### config.mk
export PLATFORM = sky130hd
export DESIGN_NAME = tpwm_top
export DESIGN_NICKNAME = d
export VERILOG_FILES = /design/src/logic/tpwm_pkg.sv /design/src/logic/tpwm_prescaler.sv /design/src/logic/tpwm_top.sv
export SDC_FILE = /design/constraint.sdc
export NUM_CORES = 1
export LEC_CHECK = 0
export ABC_AREA = 1
export ABC_CLOCK_PERIOD_IN_PS = 2000
export BUFFER_PORTS_ARGS = -buffer_cell sky130_fd_sc_hd__buf_2
export CORE_UTILIZATION = 56
export DETAILED_ROUTE_END_ITERATION = 8
export GPL_ROUTABILITY_DRIVEN = 0
export MAX_ROUTING_LAYER = met4
export PLACE_DENSITY_LB_ADDON = 0.1
export SLEW_MARGIN = 20
export SYNTH_ARGS = -nofsm -noshare
export SYNTH_HDL_FRONTEND = slang
export SYNTH_SLANG_ARGS = --single-unit
### constraint.sdc
create_clock -name pclk -period 2 [get_ports pclk]
set_input_delay 0.2 -clock pclk [delete_from_list [all_inputs] [get_ports pclk]]
set_output_delay 0.2 -clock pclk [all_outputs]
set_load 0.005 [all_outputs]
### src/logic/tpwm_pkg.sv
// package: register map, field layout, reset values and counts for the period timer pwm block
package tpwm_pkg;

  // register byte offsets on the apb bus
  localparam logic [7:0] TPWM_OFS_CONTROL    = 8'h00;
  localparam logic [7:0] TPWM_OFS_LIMIT      = 8'h04;
  localparam logic [7:0] TPWM_OFS_COUNTER    = 8'h08;
  localparam logic [7:0] TPWM_OFS_DUTY_HIGH  = 8'h0c;
  localparam logic [7:0] TPWM_OFS_MODULE_CTL = 8'h10;
  localparam logic [7:0] TPWM_OFS_ACTIVE     = 8'h14;
  localparam logic [7:0] TPWM_OFS_STATUS     = 8'h18;

  // period_timer_control field positions
  localparam int TPWM_CTL_POST_LSB = 3;
  localparam int TPWM_CTL_RUN_BIT  = 2;
  localparam int TPWM_CTL_PRE_LSB  = 0;

  // module_control field positions
  localparam int TPWM_MOD_DLOW_LSB = 4;
  localparam int TPWM_MOD_PWM_BIT  = 0;

  // status field positions
  localparam int TPWM_STA_PIN_BIT  = 0;
  localparam int TPWM_STA_SLP_BIT  = 1;

  // values after reset
  localparam logic [7:0] TPWM_RST_CONTROL = 8'h00;
  localparam logic [7:0] TPWM_RST_LIMIT   = 8'hff;
  localparam logic [7:0] TPWM_RST_COUNTER = 8'h00;
  localparam logic [7:0] TPWM_RST_DUTY    = 8'h00;
  localparam logic [1:0] TPWM_RST_DLOW    = 2'h0;

  // oscillator periods per instruction cycle
  localparam int         TPWM_OSC_PER_INSTR = 4;
  localparam logic [1:0] TPWM_PHASE_LAST    = 2'(TPWM_OSC_PER_INSTR - 1);

  // prescale select codes
  localparam logic [1:0] TPWM_PRE_DIV1 = 2'h0;
  localparam logic [1:0] TPWM_PRE_DIV4 = 2'h1;

  // prescaler terminal counts (ratio minus one)
  localparam logic [3:0] TPWM_PRE_LAST1  = 4'h0;
  localparam logic [3:0] TPWM_PRE_LAST4  = 4'h3;
  localparam logic [3:0] TPWM_PRE_LAST16 = 4'hf;

  // packed period_timer_control register
  typedef struct packed {
    logic [3:0] postscale_select;
    logic       period_timer_run;
    logic [1:0] prescale_select;
  } tpwm_ctrl_s;

  // what the prescaler hands to the counter logic
  typedef struct packed {
    logic       inc;
    logic [1:0] low_bits;
  } tpwm_tick_s;

endpackage : tpwm_pkg

### src/logic/tpwm_prescaler.sv
// prescaler: oscillator phase and instruction-rate divider feeding the period counter
`timescale 1ns/100ps
module tpwm_prescaler
  import tpwm_pkg::*;
(
  // clock and reset
  input  wire logic       pclk,
  input  wire logic       presetn,
  // control
  input  wire logic       run,
  input  wire logic       sleep_mode,
  input  wire logic       clear,
  input  wire logic [1:0] prescale_select,
  // increment and time base extension
  output tpwm_tick_s      tick
);

  logic [1:0] phase_reg;
  logic [3:0] pre_reg;
  logic [3:0] pre_last;
  logic       instr_tick;

  // terminal count for the selected ratio; upper bit set means 1:16
  always_comb begin
    if (prescale_select[1]) begin
      pre_last = TPWM_PRE_LAST16;
    end else if (prescale_select == TPWM_PRE_DIV4) begin
      pre_last = TPWM_PRE_LAST4;
    end else begin
      pre_last = TPWM_PRE_LAST1;
    end
  end

  // oscillator phase within the instruction cycle; frozen in sleep
  always_ff @(posedge pclk or negedge presetn) begin
    if (!presetn) begin
      phase_reg <= 2'h0;
    end else if (!sleep_mode) begin
      phase_reg <= phase_reg + 2'h1;
    end
  end

  assign instr_tick = (phase_reg == TPWM_PHASE_LAST) && !sleep_mode;

  // instruction-rate divider, counts only while the timer runs
  always_ff @(posedge pclk or negedge presetn) begin
    if (!presetn) begin
      pre_reg <= 4'h0;
    end else if (clear) begin
      pre_reg <= 4'h0;
    end else if (run && instr_tick) begin
      pre_reg <= (pre_reg >= pre_last) ? 4'h0 : pre_reg + 4'h1;
    end
  end

  // low time base bits: oscillator phase at 1:1, else prescaler bits
  always_comb begin
    tick.inc = run && instr_tick && (pre_reg >= pre_last);
    if (prescale_select == TPWM_PRE_DIV1) begin
      tick.low_bits = phase_reg;
    end else if (prescale_select[1]) begin
      tick.low_bits = pre_reg[3:2];
    end else begin
      tick.low_bits = pre_reg[1:0];
    end
  end

endmodule : tpwm_prescaler

### src/logic/tpwm_top.sv
// top: apb register file, period counter, postscaler and double-buffered pwm output
`timescale 1ns/100ps
module tpwm_top
  import tpwm_pkg::*;
#(
  parameter int DUTY_W = 10
)
(
  // clock and reset
  input  wire logic        pclk,
  input  wire logic        presetn,
  // apb slave
  input  wire logic        psel,
  input  wire logic        penable,
  input  wire logic        pwrite,
  input  wire logic [7:0]  paddr,
  input  wire logic [31:0] pwdata,
  output logic             pready,
  output logic [31:0]      prdata,
  output logic             pslverr,
  // device state
  input  wire logic        sleep_mode,
  // pwm pin and postscaled period event
  output logic             pulse_output_pin,
  output logic             postscale_tick
);

  // register state
  tpwm_ctrl_s        ctrl_reg;
  logic [7:0]        period_limit_reg;
  logic [7:0]        period_counter_reg;
  logic [7:0]        duty_high_bits_reg;
  logic [1:0]        duty_low_bits_reg;
  logic              pwm_mode_reg;
  logic [7:0]        active_duty_buffer_reg;
  logic [1:0]        active_low_latch_reg;
  logic [3:0]        post_count_reg;
  logic              pin_reg;
  logic              post_tick_reg;

  // bus handshake state
  logic              pready_reg;
  logic              pslverr_reg;
  logic [31:0]       prdata_reg;
  logic [31:0]       rdata_next;
  logic              addr_hit;

  // decoded strobes
  logic              wr_en;
  logic              wr_ctrl;
  logic              wr_limit;
  logic              wr_counter;
  logic              wr_duty;
  logic              wr_modctl;
  logic              wr_active;

  // timer signals
  tpwm_tick_s        tick;
  logic              period_match;
  logic              boundary;
  logic [DUTY_W-1:0] time_base;
  logic [DUTY_W-1:0] active_duty;
  logic [DUTY_W-1:0] written_duty;

  // pwm level and its compares
  logic              level_reg;
  logic              duty_hit;
  logic              duty_nonzero;

  // true for an address that holds a register
  function automatic logic addr_mapped(input logic [7:0] a);
    if (a == TPWM_OFS_CONTROL) begin
      return 1'b1;
    end else if (a == TPWM_OFS_LIMIT) begin
      return 1'b1;
    end else if (a == TPWM_OFS_COUNTER) begin
      return 1'b1;
    end else if (a == TPWM_OFS_DUTY_HIGH) begin
      return 1'b1;
    end else if (a == TPWM_OFS_MODULE_CTL) begin
      return 1'b1;
    end else if (a == TPWM_OFS_ACTIVE) begin
      return 1'b1;
    end else if (a == TPWM_OFS_STATUS) begin
      return 1'b1;
    end else begin
      return 1'b0;
    end
  endfunction : addr_mapped

  // a write lands only at the edge where the master sees pready high
  assign wr_en      = psel && penable && pwrite && pready_reg;
  assign wr_ctrl    = wr_en && (paddr == TPWM_OFS_CONTROL);
  assign wr_limit   = wr_en && (paddr == TPWM_OFS_LIMIT);
  assign wr_counter = wr_en && (paddr == TPWM_OFS_COUNTER);
  assign wr_duty    = wr_en && (paddr == TPWM_OFS_DUTY_HIGH);
  assign wr_modctl  = wr_en && (paddr == TPWM_OFS_MODULE_CTL);
  assign wr_active  = wr_en && (paddr == TPWM_OFS_ACTIVE) && !pwm_mode_reg;
  assign addr_hit   = addr_mapped(paddr);

  // prescaler; a counter or control write restarts it
  // sleep freezes the phase too, so the time base resumes where it stopped
  tpwm_prescaler u_prescaler (
    .pclk            (pclk),
    .presetn         (presetn),
    .run             (ctrl_reg.period_timer_run),
    .sleep_mode      (sleep_mode),
    .clear           (wr_counter || wr_ctrl),
    .prescale_select (ctrl_reg.prescale_select),
    .tick            (tick)
  );

  // period boundary is the increment that follows counter equal limit;
  // checking on the increment, not on equality alone, makes the limit value
  // itself a full step of the period
  assign period_match = (period_counter_reg == period_limit_reg);
  assign boundary     = tick.inc && period_match;

  // 10-bit views of the time base and the duty values
  // at 1:1 the low bits are the oscillator phase, so no resolution is lost
  assign time_base    = {period_counter_reg, tick.low_bits};
  assign active_duty  = {active_duty_buffer_reg, active_low_latch_reg};
  assign written_duty = {duty_high_bits_reg, duty_low_bits_reg};

  // compare shared by the level and the pin flop; zero-duty decode for the level flop
  assign duty_hit     = (time_base == active_duty);
  assign duty_nonzero = (written_duty != '0);

  // apb handshake: one wait state, answer registered
  // the fixed wait state gives the read mux a full cycle before the answer
  always_ff @(posedge pclk or negedge presetn) begin
    if (!presetn) begin
      pready_reg <= 1'b0;
    end else begin
      pready_reg <= psel && penable && !pready_reg;
    end
  end

  // unmapped addresses answer with an error and zero data
  // a write to an unmapped address changes nothing
  always_ff @(posedge pclk or negedge presetn) begin
    if (!presetn) begin
      pslverr_reg <= 1'b0;
    end else begin
      pslverr_reg <= psel && penable && !pready_reg && !addr_hit;
    end
  end

  // read mux; unused upper bits read as zero
  // a read has no side effect on any register
  always_comb begin
    rdata_next = 32'h0000_0000;
    if (paddr == TPWM_OFS_CONTROL) begin
      rdata_next[7:0] = {1'b0, ctrl_reg};
    end else if (paddr == TPWM_OFS_LIMIT) begin
      rdata_next[7:0] = period_limit_reg;
    end else if (paddr == TPWM_OFS_COUNTER) begin
      rdata_next[7:0] = period_counter_reg;
    end else if (paddr == TPWM_OFS_DUTY_HIGH) begin
      rdata_next[7:0] = duty_high_bits_reg;
    end else if (paddr == TPWM_OFS_MODULE_CTL) begin
      rdata_next[TPWM_MOD_DLOW_LSB +: 2] = duty_low_bits_reg;
      rdata_next[TPWM_MOD_PWM_BIT]       = pwm_mode_reg;
    end else if (paddr == TPWM_OFS_ACTIVE) begin
      rdata_next[7:0] = active_duty_buffer_reg;
    end else if (paddr == TPWM_OFS_STATUS) begin
      rdata_next[TPWM_STA_PIN_BIT] = pin_reg;
      rdata_next[TPWM_STA_SLP_BIT] = sleep_mode;
    end
  end

  // read data captured with pready so it is stable in the answer cycle
  always_ff @(posedge pclk or negedge presetn) begin
    if (!presetn) begin
      prdata_reg <= 32'h0000_0000;
    end else if (psel && penable && !pready_reg && !pwrite) begin
      prdata_reg <= rdata_next;
    end
  end

  // period_timer_control
  // a control write also restarts the prescaler and the postscaler
  always_ff @(posedge pclk or negedge presetn) begin
    if (!presetn) begin
      ctrl_reg <= tpwm_ctrl_s'(TPWM_RST_CONTROL[6:0]);
    end else if (wr_ctrl) begin
      ctrl_reg.postscale_select <= pwdata[TPWM_CTL_POST_LSB +: 4];
      ctrl_reg.period_timer_run <= pwdata[TPWM_CTL_RUN_BIT];
      ctrl_reg.prescale_select  <= pwdata[TPWM_CTL_PRE_LSB +: 2];
    end
  end

  // period_limit
  always_ff @(posedge pclk or negedge presetn) begin
    if (!presetn) begin
      period_limit_reg <= TPWM_RST_LIMIT;
    end else if (wr_limit) begin
      period_limit_reg <= pwdata[7:0];
    end
  end

  // period counter; a software write wins over a coinciding increment
  // a value parked above the limit runs on to the wrap before the next match
  always_ff @(posedge pclk or negedge presetn) begin
    if (!presetn) begin
      period_counter_reg <= TPWM_RST_COUNTER;
    end else if (wr_counter) begin
      period_counter_reg <= pwdata[7:0];
    end else if (boundary) begin
      period_counter_reg <= 8'h00;
    end else if (tick.inc) begin
      period_counter_reg <= period_counter_reg + 8'h01;
    end
  end

  // software duty fields, writable at any moment
  always_ff @(posedge pclk or negedge presetn) begin
    if (!presetn) begin
      duty_high_bits_reg <= TPWM_RST_DUTY;
    end else if (wr_duty) begin
      duty_high_bits_reg <= pwdata[7:0];
    end
  end

  // module control: low duty bits and pwm mode
  // pwm mode off parks the pin low and makes the active buffer writable
  always_ff @(posedge pclk or negedge presetn) begin
    if (!presetn) begin
      duty_low_bits_reg <= TPWM_RST_DLOW;
      pwm_mode_reg      <= 1'b0;
    end else if (wr_modctl) begin
      duty_low_bits_reg <= pwdata[TPWM_MOD_DLOW_LSB +: 2];
      pwm_mode_reg      <= pwdata[TPWM_MOD_PWM_BIT];
    end
  end

  // active buffer reloads only at the boundary, so mid-period writes never glitch
  // a software write lands only while pwm mode is off
  always_ff @(posedge pclk or negedge presetn) begin
    if (!presetn) begin
      active_duty_buffer_reg <= TPWM_RST_DUTY;
    end else if (boundary) begin
      active_duty_buffer_reg <= duty_high_bits_reg;
    end else if (wr_active) begin
      active_duty_buffer_reg <= pwdata[7:0];
    end
  end

  // hidden low latch, never visible to software
  always_ff @(posedge pclk or negedge presetn) begin
    if (!presetn) begin
      active_low_latch_reg <= TPWM_RST_DLOW;
    end else if (boundary) begin
      active_low_latch_reg <= duty_low_bits_reg;
    end
  end

  // pwm level of the current time base step: set at the boundary, cleared
  // on the duty match; a duty past the period never matches and leaves the
  // level high, and a zero duty is never set
  always_ff @(posedge pclk or negedge presetn) begin
    if (!presetn) begin
      level_reg <= 1'b0;
    end else if (!pwm_mode_reg) begin
      level_reg <= 1'b0;
    end else if (sleep_mode) begin
      level_reg <= level_reg;
    end else if (boundary) begin
      level_reg <= duty_nonzero;
    end else if (duty_hit) begin
      level_reg <= 1'b0;
    end
  end

  // output flop: trails the time base by one clock and is already low in the
  // step whose time base equals the duty, so the high time is exactly the
  // duty; a flop set by the match alone would stretch every pulse by a clock;
  // sleep holds it
  always_ff @(posedge pclk or negedge presetn) begin
    if (!presetn) begin
      pin_reg <= 1'b0;
    end else if (!pwm_mode_reg) begin
      pin_reg <= 1'b0;
    end else if (sleep_mode) begin
      pin_reg <= pin_reg;
    end else begin
      pin_reg <= level_reg && !duty_hit;
    end
  end

  // postscaler counts boundaries, pulses once every select plus one
  // a control write restarts the count, so a new ratio starts clean
  always_ff @(posedge pclk or negedge presetn) begin
    if (!presetn) begin
      post_count_reg <= 4'h0;
    end else if (wr_ctrl) begin
      post_count_reg <= 4'h0;
    end else if (boundary) begin
      if (post_count_reg >= ctrl_reg.postscale_select) begin
        post_count_reg <= 4'h0;
      end else begin
        post_count_reg <= post_count_reg + 4'h1;
      end
    end
  end

  // one-cycle postscaled event
  // it trails the boundary by one clock, in step with the level flop and one clock ahead of the pin flop
  always_ff @(posedge pclk or negedge presetn) begin
    if (!presetn) begin
      post_tick_reg <= 1'b0;
    end else begin
      post_tick_reg <= boundary && !wr_ctrl &&
                       (post_count_reg >= ctrl_reg.postscale_select);
    end
  end

  // outputs straight from flops
  assign pready           = pready_reg;
  assign pslverr          = pslverr_reg;
  assign prdata           = prdata_reg;
  assign pulse_output_pin = pin_reg;
  assign postscale_tick   = post_tick_reg;

endmodule : tpwm_top

# After elaboration in Yosys (flattened, before gate mapping)
# Cells that the tools add are included.
[totals]
register_bits = 67
out_inout_bits = 36
elab_cells = 112
in_bits = 46
[op_classes]
n_lt_le_gt_ge = 2
mux = 39
n_reduce_logical = 36
n_addsub = 4
eq_ne = 12
[op_table]
columns = ["op", "count"]
rows = [
  ["8-bit 2-to-1 mux", 9],
  ["4-bit 2-to-1 mux", 7],
  ["8-bit by 5-bit equality test with 1-bit output, second input constant", 3],
  ["1-bit logical AND", 20],
  ["8-bit by 4-bit equality test with 1-bit output, second input constant", 2],
  ["1-bit 2-to-1 mux", 14],
  ["2-bit 2-to-1 mux", 7],
  ["10-bit equality test", 1],
  ["10-bit nonzero test", 1],
  ["4-bit by 1-bit adder with 4-bit output, second input constant", 2],
  ["8-bit by 1-bit adder with 8-bit output, second input constant", 1],
  ["8-bit by 3-bit equality test with 1-bit output, second input constant", 1],
  ["8-bit equality test", 1],
  ["4-bit >= comparator", 2],
  ["8-bit logical NOT", 1],
  ["1-bit logical NOT", 7],
  ["6-bit 2-to-1 mux", 1],
  ["2-bit nonzero test", 3],
  ["3-bit 2-to-1 mux", 1],
  ["3-bit by 1-bit != test with 1-bit output, second input constant", 1],
  ["3-bit nonzero test", 1],
  ["2-bit by 1-bit adder with 2-bit output, second input constant", 1],
  ["2-bit by 1-bit equality test with 1-bit output, second input constant", 1],
  ["2-bit equality test, second input constant", 1],
  ["4 further kinds", 4],
]

# Logic depth before layout (Yosys ltp)
[logic_depth]
word_depth = 10
depth_mapped = 15
ltp_nobuf = 15

# Hierarchy
# Synthesis repeated with hierarchy kept, for this count alone.
[hier_totals]
cells_unflattened = 609
area_unflattened_um2 = 4516.8
[by_module_without_submodules]
columns = ["mod", "instances", "seq_area_each_um2", "cells_each", "area_each_um2"]
rows = [
  ["tpwm_top", 1, 1536.5, 552, 4066.4],
  ["tpwm_prescaler", 1, 150.1, 57, 450.4],
]

# Least setup slack after synthesis
# No wires, ideal clock.
[synth_timing]
kind = "reg2reg"
start = "register, netlist name ctrl_reg[1]"
end = "register active_duty_buffer_reg[7]"
t_required_ns = 1.873
period_less_slack_ns = 1.858
setup_ns = 0.127
arrival_time_ns = 1.731
path_stages_with_launch = 12
path_buffers = 1
slack_ns = 0.142
cell_sequence = "dfrtp_1 -> nor2_1 -> inv_1 -> ha_1 -> nand3_1 -> nand3_1 -> nand2_4 -> nor2_8 -> inv_4 -> buf_6 -> nand3_1 -> o211ai_2"
[synth_between]
elab_chain_cells = 7
word_cells_on_any_way = 8
classes_between = "order compare: 1; eq/ne: 1; mux: 3; reduce/logical: 3"
[synth_lines]
columns = ["element", "line_no", "text"]
rows = [
  ["2-bit by 1-bit equality test with 1-bit output", "tpwm_prescaler.sv:27", "end else if (prescale_select == TPWM_PRE_DIV4) begin"],
  ["2-bit 2-to-1 mux", "tpwm_prescaler.sv:27", ""],
  ["4-bit 2-to-1 mux *", "tpwm_prescaler.sv:25", "if (prescale_select[1]) begin"],
  ["4-bit >= comparator *", "tpwm_prescaler.sv:58", "tick.inc = run && instr_tick && (pre_reg >= pre_last);"],
  ["1-bit logical AND *", "tpwm_prescaler.sv:58", ""],
  ["1-bit logical AND *", "tpwm_top.sv:117", "assign boundary = tick.inc && period_match;"],
  ["8-bit 2-to-1 mux or 2-bit nonzero test (tied branches)", "n/a", ""],
  ["to (signal assigned)", "tpwm_top.sv:243", "active_duty_buffer_reg <= duty_high_bits_reg;"],
  ["to (signal assigned)", "tpwm_top.sv:245", "active_duty_buffer_reg <= pwdata[7:0];"],
  ["to (decl)", "tpwm_top.sv:35", "logic [7:0] active_duty_buffer_reg;"],
]
# Mark *: on every way between the ends. The rest lies on a longest branch, timed or not.
# A chain may end at the register's enable or synchronous reset.

# Final worst setup path
[layout_timing]
start = "register, netlist name ctrl_reg[1]"
end = "register active_duty_buffer_reg[7]"
[layout_between]
elab_chain_cells = 7
word_cells_on_any_way = 8
classes_between = "order compare: 1; eq/ne: 1; mux: 3; reduce/logical: 3"
[layout_lines]
columns = ["element", "line_no"]
rows = [
  ["2-bit by 1-bit equality test with 1-bit output", "tpwm_prescaler.sv:27"],
  ["2-bit 2-to-1 mux", "tpwm_prescaler.sv:27"],
  ["4-bit 2-to-1 mux *", "tpwm_prescaler.sv:25"],
  ["4-bit >= comparator *", "tpwm_prescaler.sv:58"],
  ["1-bit logical AND *", "tpwm_prescaler.sv:58"],
  ["1-bit logical AND *", "tpwm_top.sv:117"],
  ["8-bit 2-to-1 mux or 2-bit nonzero test (tied branches)", "n/a"],
]
# Marks and branches as above.

==> implementation parameters <==
Parameter                              Value

Status
  Outcome    finished, final reports clean

Yosys
  Sequential share of the synthesized area    between 30% and 40%
  Number of enable flip-flop cells after synthesis    0
  Synth area leaders    dfrtp_1, nand2_1, inv_1
  Number of synthesized register bits    between 60 and 70
  Fraction of synthesized cell area taken by the top area cell type    34.9%
  Async S/R FF share, synth    100%
  Most repeated cell in the gate-level netlist after synthesis    nand2_1
  Main flop type after synthesis    dfrtp_1
  Synth Area per Inst    around 7.8 µm²
  Leading cell types by count after synthesis    nand2_1, inv_1, dfrtp_1
  Post-synthesis instance area    4230 µm²
  Unique cell type count in the Yosys netlist    41
  Cell count after synthesis    544
  Synth warn    0
  Biggest area consumer among synthesized cells    dfrtp_1

Finish
  Proportion of layout cells with a drive suffix above 1    20.7%
  Area of the multi-input gates    ~2100 µm²
  Final Cell Area    4720 µm²
  Final net count    about 650
  Post-Route Utilization    64.7%
  Ant. Diodes    0
  Layout filler cell count    660
  Layout overhead on the synthesized area    11.6%
  Combined flip-flop and latch cell area    roughly 1700 µm²

Hold path
  Cell count of the worst hold path    3
  Hold/Removal Path Class    input pin to register

Clock tree
  Count of clock tree sinks    67
  H-tree Lvls    3
  Clk_lat worst skew    350 ps
  CTS root buffer    clkbuf_8
  Clock tree from TritonCTS    done
  Largest buffer count on any clock path    2
  CTS clock-pin slew for the worst setup and hold paths    70 ps
  CTS buffer count    9

Pwr
  IR Drop Worst-Case VDD    0.000492 V
  Power per cell area    585 nW/µm²
  Total leakage power    0.00240 µW

Floorplanning
  Number of rows created at floorplan    31
  Die span in x    88.9 µm
  Y dimension of the die    88.9 µm
  Initial cell density of the core    between 50% and 60%
  Top-level port count    82
  Overall die area    just under 8000 µm²
  Core Area    between 7000 and 8000 µm²

Routing
  Wirelength, routed    10.2 mm
  Antenna-violating nets left    0
  Initial DRC Count    about 220
  Via density per instance    between 5 and 6
  DR WL/cell    14.6 µm
  DRC viols    0
  Count of TritonRoute iterations in the first routing pass    5
  Total number of vias    3,634

Critical path
  Arr. time, crit path    ~2100 ps
  Ordered list of cells on the worst path    inv_1, ha_1, nand2_1, inv_1, nand3_1, nand3_2, nand2_4, nor2_8, nor2_2, buf_4, nand2_2, o211ai_2
  Maximum fanout encountered on the critical timing path    6
  Sum of buffers and inverters on the critical path    3
  Slowest CP cell    dfrtp_1
  Largest stage delay, worst path    380 ps
  CP delay by family, top    simple AND/OR/NAND/NOR gates
  WP depth    12
  Crit end category    register
  Type of the worst setup path    register to register
  Length in cells of the worst reg-to-reg path    12
  Cell repeated most along the worst path    inv_1
  Crit path launch type    register
  Required time at the endpoint of the critical path    2230 ps

Global route
  Pin count of the biggest net entering global routing    68
  First-pass GRT wire length    15.8 mm
  Aggregate global-route resource usage    between 20 and 30%
  Residual overflow from global routing    0
  Number of global-route vias before repair    3,340
  Antenna violations before repair    0

Placement
  Sum of net half-perimeters after detailed placement    7.54 mm
  Cell area reported after detailed placement    about 4500 µm²
  Input/output buffers    33

STA
  Count of final hold-check violations    0
  Fin. max-slew vios    0
  Final setup violation count    0
  Slew at the pin closest to its max-slew limit    534 ps
  Fin crit share    between 90 and 100%
  Unrepaired setup endpoints after global routing    yes
  Final critical path time including I/O delays and setup    1870 ps
  Peak clock frequency supported by timing    535 MHz
  Max transition margin    between 60% and 70%
  Setup clock skew after layout    6.28 ps

Job
  Maximum capacitance violations    0
==> worst register-to-register path, cell delays in order (launching register included) <==
cell and delay, ps:
dfrtp_1 380, inv_1 120, ha_1 300, nand2_1 40, inv_1 60, nand3_1 80, nand3_2 110, nand2_4 90
nor2_8 200, nor2_2 70, buf_4 150, nand2_2 60, o211ai_2 80
==> what timing repair did <==
item | CTS | global route
resized for setup | 1 | 11
buffers inserted | 0 | 1
setup endpoints to repair | 5 | 23
endpoints found under the hold margin | 59 | 0
pin swaps | 0 | 2
hold buffers | 1 | 0
==> power by group <==
| group | switching (µW) | internal, µW |
|---|---|---|
| Clock | 498 | 488 |
| Combinational | 195 | 131 |
| Sequential | 39.2 | 1410 |
| Total | 732 | 2030 |
==> cells in the final DEF (no fill, tap or decap), types with 2 or more instances in the layout <==
cell	instances
dfstp_2	8
buf_2	33
ha_1	11
a21oi_1	21
buf_6	2
o21ai_1	11
conb_1	24
nand3_2	3
nand2_4	2
o21ai_0	32
inv_2	9
nand3_1	32
nand2_1	137
nand2_2	11
dfrtp_1	59
o22ai_1	3
nor2_1	35
nor3_4	2
buf_12	2
inv_1	61
clkbuf_1	6
nor2_4	5
nand4_1	8
nor3_1	5
xor2_1	14
clkbuf_8	10
nor2_2	4
o211ai_2	6
inv_4	3
or2_2	4
nor4_1	3
xnor2_1	6
buf_4	14
==> metal layers <==
metal | track usage [%] | up-vias | wire length (µm)
li1 | - | 1789 | -
met1 | 35.5 | 1699 | 4480
met2 | 45.5 | 123 | 4760
met3 | 3.73 | 23 | 589
met4 | 13.8 | 0 | 329
met5 | - | - | 0
==> through the flow <==
step	worst slack [ps]	power (µW)	cells	hold slack [ps]	setup TNS, ps
6_report	132	2760	698	105	0
5_1_grt	-37.9	2890	698	126	-103
2_1_floorplan	142	1690	567	-95.6	0
3_5_place_dp	-15.1	1800	680	247	-15.1
4_1_cts	14.8	2780	697	103	0
3_3_place_gp	64.2	1780	680	247	0
==> final timing paths <==
check,start,endpoint,slack [ps]
max,ctrl_reg[1],active_duty_buffer_reg[7],130
max in group asynchronous,presetn,period_limit_reg[7],1260
min in group asynchronous,presetn,u_prescaler.pre_reg[1],390
min,pwdata[6],active_duty_buffer_reg[6],110
max reg2reg,ctrl_reg[1],active_duty_buffer_reg[7],130
min reg2reg,prdata[7],prdata[7],490
==> logic make-up after synthesis <==
logic type | Yosys count | synth area share [%]
adder cells (fa/ha/maj) | 12 | 3.55
XOR/XNOR | 20 | 4.14
other | 1 | 0.0887
AO/OA/AOI/OAI | 79 | 10.9
AND/OR/NAND/NOR | 256 | 28.6
buffers and inverters | 109 | 12.8
flip-flops | 67 | 39.9
==> area by class of cell <==
cell class | count | share of cell area (%)
well taps | 99 | 2.63
multi-input cells | 391 | 45.0
flip-flops and latches | 67 | 35.8
repair buffers | 52 | 7.27
clock buffers | 16 | 3.40
inverters | 73 | 5.97
No activity file was read; power rests on OpenSTA's default activity.
